==> src/hdl/wdog_map.svh <==
// Function
// - 15-bit counter decrements once per prescaler output, bus or oscillator fed.
// - Underflow raises interrupt when action select is 0, reset when 1.
// - Action select once 1 cannot be cleared by software, only reset.
// - Oscillator prescaler divides by 1, 2, 4 or 8 via two-bit field.
// - Bus clock prescaler divides by 16 or 128 via one select bit.
// - Count source select picks bus prescaler or oscillator prescaler.
// - Bus-clocked counting halts in wait, stop, or while hold input low.
// - After halt the counter resumes from its held value, no reload.
// - Oscillator-clocked counting never halts in low-power or hold states.
// - Refresh write or generated interrupt request reinitialises the counter.
// - Prescaler cleared only by device reset, never by refresh or underflow.
// - Start option 1: stay stopped after reset until first refresh write.
// - Start option 0: start counting automatically when reset releases.
// - Source protect mode active only when start and protect options both 0.
// - Once counting starts, writes to count source select are ignored.
// - Start option 0 loads option divider and source settings at reset.
// - Option area cannot be rewritten by the running program.
`ifndef WDOG_MAP_SVH
`define WDOG_MAP_SVH
`define WD_CNT_W 15
`define WD_ADDR_W 8
`define WD_OFF_CTRL 8'h00
`define WD_OFF_REFRESH 8'h04
`define WD_OFF_STATUS 8'h08
`define WD_OFF_OPTION 8'h0C
`define WD_BIT_UASEL 0
`define WD_BIT_SRCSEL 1
`define WD_BIT_BUSDIV 2
`define WD_BIT_OSCDIV 3
`define WD_BIT_RUN 16
`define WD_BIT_PROT 17
`define WD_BIT_RSTREQ 18
`define WD_OPT_START 0
`define WD_OPT_PROT 1
`define WD_OPT_SRC 2
`define WD_OPT_BUSDIV 3
`define WD_OPT_OSCDIV 4
`define WD_OPT_W 6
`define WD_INIT_WAIT 2'h3
`define WD_BUS_DIV_LO 7'h0F
`define WD_BUS_DIV_HI 7'h7F
`define WD_RESP_OKAY 2'h0
`define WD_RESP_SLVERR 2'h2
`endif

==> src/hdl/wdog_pkg.sv <==
package wdog_pkg;
	// Lifecycle: option load, parked until refresh, counting
	typedef enum logic [1:0] {
		ST_INIT = 2'b00,
		ST_PARK = 2'b01,
		ST_RUN = 2'b11
	} wdState_t;
endpackage

==> src/hdl/watchdog_timer_unit.sv <==
`include "wdog_map.svh"
`timescale 1ns/1ps
`default_nettype none
module watchdog_timer_unit
	import wdog_pkg::*;
#(
	parameter int CNT_W = `WD_CNT_W
) (
	// Clock and reset
	input wire logic clk_sys,
	input wire logic resetn,
	// AXI4-Lite write
	input wire logic [`WD_ADDR_W-1:0] s_axi_awaddr,
	input wire logic s_axi_awvalid,
	output logic s_axi_awready,
	input wire logic [31:0] s_axi_wdata,
	input wire logic [3:0] s_axi_wstrb,
	input wire logic s_axi_wvalid,
	output logic s_axi_wready,
	output logic [1:0] s_axi_bresp,
	output logic s_axi_bvalid,
	input wire logic s_axi_bready,
	// AXI4-Lite read
	input wire logic [`WD_ADDR_W-1:0] s_axi_araddr,
	input wire logic s_axi_arvalid,
	output logic s_axi_arready,
	output logic [31:0] s_axi_rdata,
	output logic [1:0] s_axi_rresp,
	output logic s_axi_rvalid,
	input wire logic s_axi_rready,
	// Device pins and option area
	input wire logic oscClk,
	input wire logic waitMode,
	input wire logic stopMode,
	input wire logic holdReqN,
	input wire logic resetAck,
	input wire logic [`WD_OPT_W-1:0] optionArea,
	// Watchdog outputs
	output logic wdogIrq,
	output logic sysResetReq,
	output logic protectMode
);
	localparam int SW = 5 + `WD_OPT_W;
	localparam logic [CNT_W-1:0] CNT_FULL = '1;

	// Two-flop synchronisers; only stage two is read
	logic [SW-1:0] sync1_q, sync2_q;
	logic oscPrev_q;
	always_ff @(posedge clk_sys or negedge resetn) begin
		if (!resetn) begin
			sync1_q <= '0;
			sync2_q <= '0;
			oscPrev_q <= 1'b0;
		end else begin
			sync1_q <= {optionArea, resetAck, holdReqN, stopMode, waitMode, oscClk};
			sync2_q <= sync1_q;
			oscPrev_q <= sync2_q[0];
		end
	end
	logic oscS, waitS, stopS, holdNS, ackS;
	logic [`WD_OPT_W-1:0] optS;
	assign oscS = sync2_q[0];
	assign waitS = sync2_q[1];
	assign stopS = sync2_q[2];
	assign holdNS = sync2_q[3];
	assign ackS = sync2_q[4];
	assign optS = sync2_q[SW-1:5];
	// Bus slave state
	logic awHave_q, awHave_d, wHave_q, wHave_d, awready_q, awready_d, wready_q, wready_d;
	logic [`WD_ADDR_W-1:0] awAddr_q, awAddr_d;
	logic [31:0] wData_q, wData_d, rdata_q, rdata_d;
	logic [3:0] wStrb_q, wStrb_d;
	logic bvalid_q, bvalid_d, arready_q, arready_d, rvalid_q, rvalid_d, wrFire, wrCtrl, wrRefresh;
	logic [1:0] bresp_q, bresp_d, rresp_q, rresp_d;
	// Control state
	wdState_t state_q, state_d;
	logic [1:0] initCnt_q, initCnt_d, oscDiv_q, oscDiv_d;
	logic uaSel_q, uaSel_d, srcSel_q, srcSel_d, busDiv_q, busDiv_d, protect_q, protect_d;
	logic [`WD_OPT_W-1:0] optCap_q, optCap_d;
	// Counter state
	logic [CNT_W-1:0] cnt_q, cnt_d;
	logic [2:0] oscPre_q, oscPre_d, oscMask;
	logic [6:0] busPre_q, busPre_d;
	logic irq_q, irq_d, rst_q, rst_d, running, halt, oscTick, busTick, tick, underflow;
	// Write side: address and data latched independently
	assign wrFire = awHave_q && wHave_q && !bvalid_q;
	assign wrCtrl = wrFire && (awAddr_q == `WD_OFF_CTRL) && wStrb_q[0];
	assign wrRefresh = wrFire && (awAddr_q == `WD_OFF_REFRESH);
	always_comb begin
		awHave_d = awHave_q;
		awAddr_d = awAddr_q;
		wHave_d = wHave_q;
		wData_d = wData_q;
		wStrb_d = wStrb_q;
		bvalid_d = bvalid_q && !s_axi_bready;
		bresp_d = bresp_q;
		if (s_axi_awvalid && awready_q) begin
			awHave_d = 1'b1;
			awAddr_d = s_axi_awaddr;
		end
		if (s_axi_wvalid && wready_q) begin
			wHave_d = 1'b1;
			wData_d = s_axi_wdata;
			wStrb_d = s_axi_wstrb;
		end
		if (wrFire) begin
			awHave_d = 1'b0;
			wHave_d = 1'b0;
			bvalid_d = 1'b1;
			if (awAddr_q == `WD_OFF_CTRL || awAddr_q == `WD_OFF_REFRESH) begin
				bresp_d = `WD_RESP_OKAY;
			end else begin
				bresp_d = `WD_RESP_SLVERR;
			end
		end
		awready_d = !awHave_d;
		wready_d = !wHave_d;
	end
	// Read side, one outstanding read
	always_comb begin
		arready_d = arready_q;
		rvalid_d = rvalid_q;
		rdata_d = rdata_q;
		rresp_d = rresp_q;
		if (rvalid_q && s_axi_rready) begin
			rvalid_d = 1'b0;
			arready_d = 1'b1;
		end
		if (s_axi_arvalid && arready_q) begin
			arready_d = 1'b0;
			rvalid_d = 1'b1;
			rresp_d = `WD_RESP_OKAY;
			rdata_d = '0;
			if (s_axi_araddr == `WD_OFF_CTRL) begin
				rdata_d[`WD_BIT_UASEL] = uaSel_q;
				rdata_d[`WD_BIT_SRCSEL] = srcSel_q;
				rdata_d[`WD_BIT_BUSDIV] = busDiv_q;
				rdata_d[`WD_BIT_OSCDIV +: 2] = oscDiv_q;
			end else if (s_axi_araddr == `WD_OFF_STATUS) begin
				rdata_d[CNT_W-1:0] = cnt_q;
				rdata_d[`WD_BIT_RUN] = running;
				rdata_d[`WD_BIT_PROT] = protect_q;
				rdata_d[`WD_BIT_RSTREQ] = rst_q;
			end else if (s_axi_araddr == `WD_OFF_OPTION) begin
				rdata_d[`WD_OPT_W-1:0] = optCap_q;
			end else if (s_axi_araddr != `WD_OFF_REFRESH) begin
				rresp_d = `WD_RESP_SLVERR;
			end
		end
	end
	always_ff @(posedge clk_sys or negedge resetn) begin
		if (!resetn) begin
			awHave_q <= 1'b0;
			awAddr_q <= '0;
			wHave_q <= 1'b0;
			wData_q <= '0;
			wStrb_q <= '0;
			awready_q <= 1'b0;
			wready_q <= 1'b0;
			bvalid_q <= 1'b0;
			bresp_q <= '0;
			arready_q <= 1'b0;
			rvalid_q <= 1'b0;
			rdata_q <= '0;
			rresp_q <= '0;
		end else begin
			awHave_q <= awHave_d;
			awAddr_q <= awAddr_d;
			wHave_q <= wHave_d;
			wData_q <= wData_d;
			wStrb_q <= wStrb_d;
			awready_q <= awready_d;
			wready_q <= wready_d;
			bvalid_q <= bvalid_d;
			bresp_q <= bresp_d;
			arready_q <= arready_d || (!arready_q && !rvalid_q);
			rvalid_q <= rvalid_d;
			rdata_q <= rdata_d;
			rresp_q <= rresp_d;
		end
	end
	// Control: option load after synchronisers settle, then software writes
	always_comb begin
		state_d = state_q;
		initCnt_d = initCnt_q;
		uaSel_d = uaSel_q;
		srcSel_d = srcSel_q;
		busDiv_d = busDiv_q;
		oscDiv_d = oscDiv_q;
		protect_d = protect_q;
		optCap_d = optCap_q;
		case (state_q)
			ST_INIT: begin
				initCnt_d = initCnt_q + 2'h1;
				if (initCnt_q == `WD_INIT_WAIT) begin
					optCap_d = optS;
					protect_d = !optS[`WD_OPT_START] && !optS[`WD_OPT_PROT];
					if (!optS[`WD_OPT_START]) begin
						srcSel_d = optS[`WD_OPT_SRC] || protect_d;
						busDiv_d = optS[`WD_OPT_BUSDIV];
						oscDiv_d = optS[`WD_OPT_OSCDIV +: 2];
						state_d = ST_RUN;
					end else begin
						state_d = ST_PARK;
					end
				end
			end
			ST_PARK: state_d = wrRefresh ? ST_RUN : ST_PARK;
			default: state_d = ST_RUN;
		endcase
		if (wrCtrl) begin
			uaSel_d = uaSel_q || wData_q[`WD_BIT_UASEL];
			busDiv_d = wData_q[`WD_BIT_BUSDIV];
			oscDiv_d = wData_q[`WD_BIT_OSCDIV +: 2];
			if (state_q != ST_RUN && !protect_q) begin
				srcSel_d = wData_q[`WD_BIT_SRCSEL];
			end
		end
	end
	always_ff @(posedge clk_sys or negedge resetn) begin
		if (!resetn) begin
			state_q <= ST_INIT;
			initCnt_q <= '0;
			uaSel_q <= 1'b0;
			srcSel_q <= 1'b0;
			busDiv_q <= 1'b0;
			oscDiv_q <= '0;
			protect_q <= 1'b0;
			optCap_q <= '0;
		end else begin
			state_q <= state_d;
			initCnt_q <= initCnt_d;
			uaSel_q <= uaSel_d;
			srcSel_q <= srcSel_d;
			busDiv_q <= busDiv_d;
			oscDiv_q <= oscDiv_d;
			protect_q <= protect_d;
			optCap_q <= optCap_d;
		end
	end
	// Prescalers and counter
	assign running = (state_q == ST_RUN);
	assign halt = !srcSel_q && (waitS || stopS || !holdNS);
	// divide by 1, 2, 4, 8
	assign oscMask = 3'((4'h1 << oscDiv_q) - 4'h1);
	assign oscTick = running && oscS && !oscPrev_q && (oscPre_q == oscMask);
	assign busTick = running && !halt
		&& (busDiv_q ? (busPre_q == `WD_BUS_DIV_HI) : (busPre_q[3:0] == 4'(`WD_BUS_DIV_LO)));
	assign tick = srcSel_q ? oscTick : busTick;
	assign underflow = tick && !wrRefresh && (cnt_q == '0);
	always_comb begin
		oscPre_d = oscPre_q;
		busPre_d = busPre_q;
		cnt_d = cnt_q;
		// prescalers only advance, never cleared here
		if (running && oscS && !oscPrev_q) begin
			oscPre_d = (oscPre_q == oscMask) ? 3'h0 : oscPre_q + 3'h1;
		end
		if (running && !halt) begin
			busPre_d = busPre_q + 7'h01;
		end
		if (wrRefresh || underflow) begin
			cnt_d = CNT_FULL;
		end else if (tick) begin
			cnt_d = cnt_q - 1'b1;
		end
		// underflow action, pulse and held reset
		irq_d = underflow && !uaSel_q;
		rst_d = (underflow && uaSel_q) || (rst_q && !ackS);
	end
	always_ff @(posedge clk_sys or negedge resetn) begin
		if (!resetn) begin
			oscPre_q <= '0;
			busPre_q <= '0;
			cnt_q <= CNT_FULL;
			irq_q <= 1'b0;
			rst_q <= 1'b0;
		end else begin
			oscPre_q <= oscPre_d;
			busPre_q <= busPre_d;
			cnt_q <= cnt_d;
			irq_q <= irq_d;
			rst_q <= rst_d;
		end
	end
	// Outputs straight from flops
	assign s_axi_awready = awready_q;
	assign s_axi_wready = wready_q;
	assign s_axi_bvalid = bvalid_q;
	assign s_axi_bresp = bresp_q;
	assign s_axi_arready = arready_q;
	assign s_axi_rvalid = rvalid_q;
	assign s_axi_rdata = rdata_q;
	assign s_axi_rresp = rresp_q;
	assign wdogIrq = irq_q;
	assign sysResetReq = rst_q;
	assign protectMode = protect_q;
endmodule
`default_nettype wire

==> config.mk <==
export PLATFORM = sky130hd
export DESIGN_NAME = watchdog_timer_unit
export DESIGN_NICKNAME = d
export VERILOG_FILES = /design/src/hdl/wdog_pkg.sv /design/src/hdl/watchdog_timer_unit.sv
export VERILOG_INCLUDE_DIRS = /design/src /design/src/hdl
export SDC_FILE = /design/constraint.sdc
export NUM_CORES = 1
export LEC_CHECK = 0
export BUFFER_PORTS_ARGS = -buffer_cell sky130_fd_sc_hd__buf_2
export CORE_MARGIN = 4
export CORE_UTILIZATION = 23
export CTS_BUF_LIST = sky130_fd_sc_hd__clkbuf_16
export CTS_CLUSTER_DIAMETER = 200
export DETAILED_ROUTE_END_ITERATION = 7
export PLACE_DENSITY = 0.46
export SETUP_SLACK_MARGIN = 0.02
export SLEW_MARGIN = 10
export SYNTH_ARGS = -nofsm -noshare
export SYNTH_HDL_FRONTEND = slang
export SYNTH_SLANG_ARGS = --single-unit
==> constraint.sdc <==
create_clock -name clk_sys -period 1.9 [get_ports clk_sys]
set_input_delay 0.38 -clock clk_sys [delete_from_list [all_inputs] [get_ports clk_sys]]
set_output_delay 0.38 -clock clk_sys [all_outputs]
set_load 0.1 [all_outputs]
==> impl_metrics.json <==
{
  "status": "complete, no violations",
  "maxCapViolations": 0,
  "drtAntennaViolNets": 0,
  "ys_ff_latch": 107,
  "netlist_area_mm2": 0.00484,
  "syn-mean-instance-area_um2": 11.6,
  "drv_slew": 0,
  "grt.met2_usage": 0.164,
  "layout_common_cells": "dfrtp_1, buf_2, buf_4",
  "synth_xor_area_frac": 0.0127,
  "power.leakage_nw": 2.71,
  "cts_sinks": 107,
  "drt_iter0_drc": 175,
  "io_pins": 114,
  "critPathArrivalTime_ps": 2110,
  "gr-usage-met3": 0.0319,
  "core_mm2": 0.0204,
  "vias_per_cell": 4.31,
  "setup_viol": 0,
  "grt.overflow.total": 0,
  "cts_buffers": 9,
  "fin_nets": 589,
  "grt_pass1_wl_mm": 19.2,
  "ir_drop_v": 0.000973,
  "worstPathRequired_ps": 2140,
  "synth_compound_area_frac": 0.145,
  "synth_simple_gate_area_frac": 0.143,
  "h-tree-depth": 3,
  "wl_mm": 11.6,
  "initial_utilization": 0.237,
  "gr-usage-all-layers": 0.101,
  "antenna_found_initial": 0,
  "cts_root_buffer": "clkbuf_16",
  "clk_pin_slew_ps": 80,
  "synth_fa_ha_area_frac": 0.0129,
  "grt_start_max_net_pins": 32,
  "crit_path_end_kind": "flop",
  "synthCells": 417,
  "gp_congestion": 0.792,
  "gr-usage-met1": 0.131,
  "rows": 52,
  "portBuffers": 67,
  "synthMuxAreaShare": 0.0675,
  "drc": 0,
  "max_slew_margin": 0.615,
  "drive_gt1_frac": 0.370,
  "hpwl_mm": 8.50,
  "finalHoldViolations": 0,
  "cp_cell_sequence": "or4_4 > nor3_4 > nand3b_4 > nor3b_2 > mux2_4",
  "cts.path.max_buffers": 2,
  "worstPathMaxFanout": 2,
  "die_h_um": 153,
  "first_pass_iters": 4,
  "synth_top_family_by_area": "compound AO/OA/AOI/OAI gates",
  "start_kind": "flop",
  "dieArea_mm2": 0.0234,
  "seq_area_frac_synth": 0.558,
  "vias": 3400,
  "layout_commonest_cell": "dfrtp_1",
  "busiest_layer": "met2",
  "cts_tree": "yes",
  "fin_crit_sh": 0.982,
  "holdWs_ps": 125,
  "wl_per_cell_um": 14.7,
  "synth_warnings": 0,
  "tightest_slew_ps": 576,
  "rsz0062_at_grt": "true",
  "fin_crit_ps": 1870,
  "min_path_type": "in -> reg",
  "grt_pass1_vias": 3636,
  "insertion_delay_ps": 350,
  "slowest_delay_ps": 550,
  "power_density_mw_per_mm2": 1250,
  "finClkSkew_ps": 7.34,
  "fin_util": 0.296,
  "die_w_um": 153,
  "area.growth.synth_to_final_pct": 24.9,
  "worstSetupPathType": "reg -> reg",
  "ys_types": 61,
  "fmax_mhz": 536,
  "tns_ps": 0,
  "crit_slowest_cell": "or4_4",
  "antenna_cells": 0
}
-- cells in the mapped netlist, drive strengths merged --
| cell | n | share of area |
|---|---|---|
| buf | 29 | 0.042 |
| a32o | 1 | 0.0021 |
| nand4 | 2 | 0.0026 |
| a311oi | 1 | 0.0018 |
| dfrtp | 92 | 0.48 |
| nor4 | 4 | 0.0052 |
| o211ai | 4 | 0.0062 |
| nand3 | 6 | 0.0062 |
| a211o | 2 | 0.0036 |
| or3 | 3 | 0.0039 |
| or2 | 3 | 0.0039 |
| ha | 5 | 0.013 |
| a21o | 5 | 0.0078 |
| and4 | 2 | 0.0036 |
| nor3 | 26 | 0.031 |
| and2 | 2 | 0.0026 |
| a22o | 11 | 0.020 |
| o21a | 2 | 0.0047 |
| a211oi | 11 | 0.022 |
| conb | 1 | 0.00078 |
| o2111ai | 2 | 0.0036 |
| nand2 | 35 | 0.027 |
| nor2 | 20 | 0.016 |
| and4b | 2 | 0.0041 |
| o31ai | 12 | 0.026 |
| xor2 | 3 | 0.0054 |
| nand3b | 2 | 0.0057 |
| o21ai | 19 | 0.022 |
| a21oi | 13 | 0.016 |
| mux2i | 9 | 0.019 |
| nand2b | 2 | 0.0026 |
| a31oi | 6 | 0.0078 |
| inv | 17 | 0.013 |
| nand4b | 2 | 0.0036 |
| or4 | 3 | 0.0062 |
| dfstp | 15 | 0.082 |
| nor3b | 2 | 0.0041 |
| nor4b | 3 | 0.0067 |
| xnor2 | 4 | 0.0072 |
| o221ai | 1 | 0.0018 |
| and3 | 5 | 0.0065 |
| nor2b | 1 | 0.0013 |
| mux2 | 21 | 0.049 |
| clkbuf | 6 | 0.0049 |
-- stage by stage --
step | power (mW) | std cells | instance area [µm²] | worst slack, ps
after floorplan | 4.88 | 432 | 4900 | -29.4
after global placement | 5.52 | 772 | 5670 | -49.1
after detailed placement | 5.60 | 772 | 5670 | -52.1
after CTS | 7.63 | 789 | 5980 | -10.3
after global routing | 8.05 | 789 | 6040 | -13.5
final | 7.56 | 789 | 6040 | 34.3
-- critical path: cells and delay by family, from the launching register on --
| family | cells | cell delay (ps) |
|---|---|---|
| AND/OR/NAND/NOR | 4 | 1050 |
| flip-flops | 1 | 380 |
| multiplexers | 1 | 320 |
-- state kept, by name, indices dropped and copies added, names as in the netlist, 2 cells and up --
name	cells
state_q	2
cnt_q	15
busPre_q	7
sync1_q	11
sync2_q	11
awAddr_q	8
optCap_q	6
initCnt_q	2
oscPre_q	3
s_axi_rdata	18
oscDiv_q	2
wData_q	5
-- repair_timing --
item / in CTS / in global routing
hold buffers: 1 / 0
hold endpoints to repair: 23 / 0
setup endpoints to repair: 3 / 15
pin swaps: 1 / 5
resized for setup: 1 / 12
setup buffers: 0 / 0
-- where the power goes --
group,internal [mW],switching [mW]
logic,0.971,1.50
clock network,1.05,0.918
registers,2.78,0.340
-- final timing paths --
check	start	endpoint	slack [ps]	depth (start not counted)
max	awAddr_q[5]$_DFFE_PN0P_	srcSel_q$_DFF_PN0_	30	5
min	optionArea[5]	sync1_q[10]$_DFF_PN0_	120	1
max reg2reg	awAddr_q[5]$_DFFE_PN0P_	srcSel_q$_DFF_PN0_	30	5
min reg2reg	sync1_q[1]$_DFF_PN0_	sync2_q[1]$_DFF_PN0_	350	0
max in group asynchronous	resetn	wData_q[1]$_DFFE_PN0P_	810	3
min in group asynchronous	resetn	s_axi_rdata[1]$_DFFE_PN0P_	510	2
-- area by class of cell --
class | count | area (µm²)
Fill cell | 2143 | 14400
Sequential cell | 107 | 2700
Multi-Input combinational cell | 273 | 1960
Timing Repair Buffer | 106 | 671
Tap cell | 270 | 338
Clock buffer | 9 | 225
Clock inverter | 7 | 82.6
Inverter | 17 | 63.8
-- routing by layer --
layer / wire length [µm] / vias to the layer above
met5: 0 / -
met4: 127 / 0
met3: 493 / 10
met2: 5650 / 71
met1: 5290 / 1648
li1: - / 1671
-- cells by family after synthesis --
family                     after synthesis
muxes                                   30
AOI/OAI and AO/OA                       90
and+or+nand+nor                        125
xor gates and xnor gates                 7
buffers and inverters                   52
DFF                                    107
adders and majority gates                5
other                                    1
No activity file was read; power rests on OpenSTA's default activity.
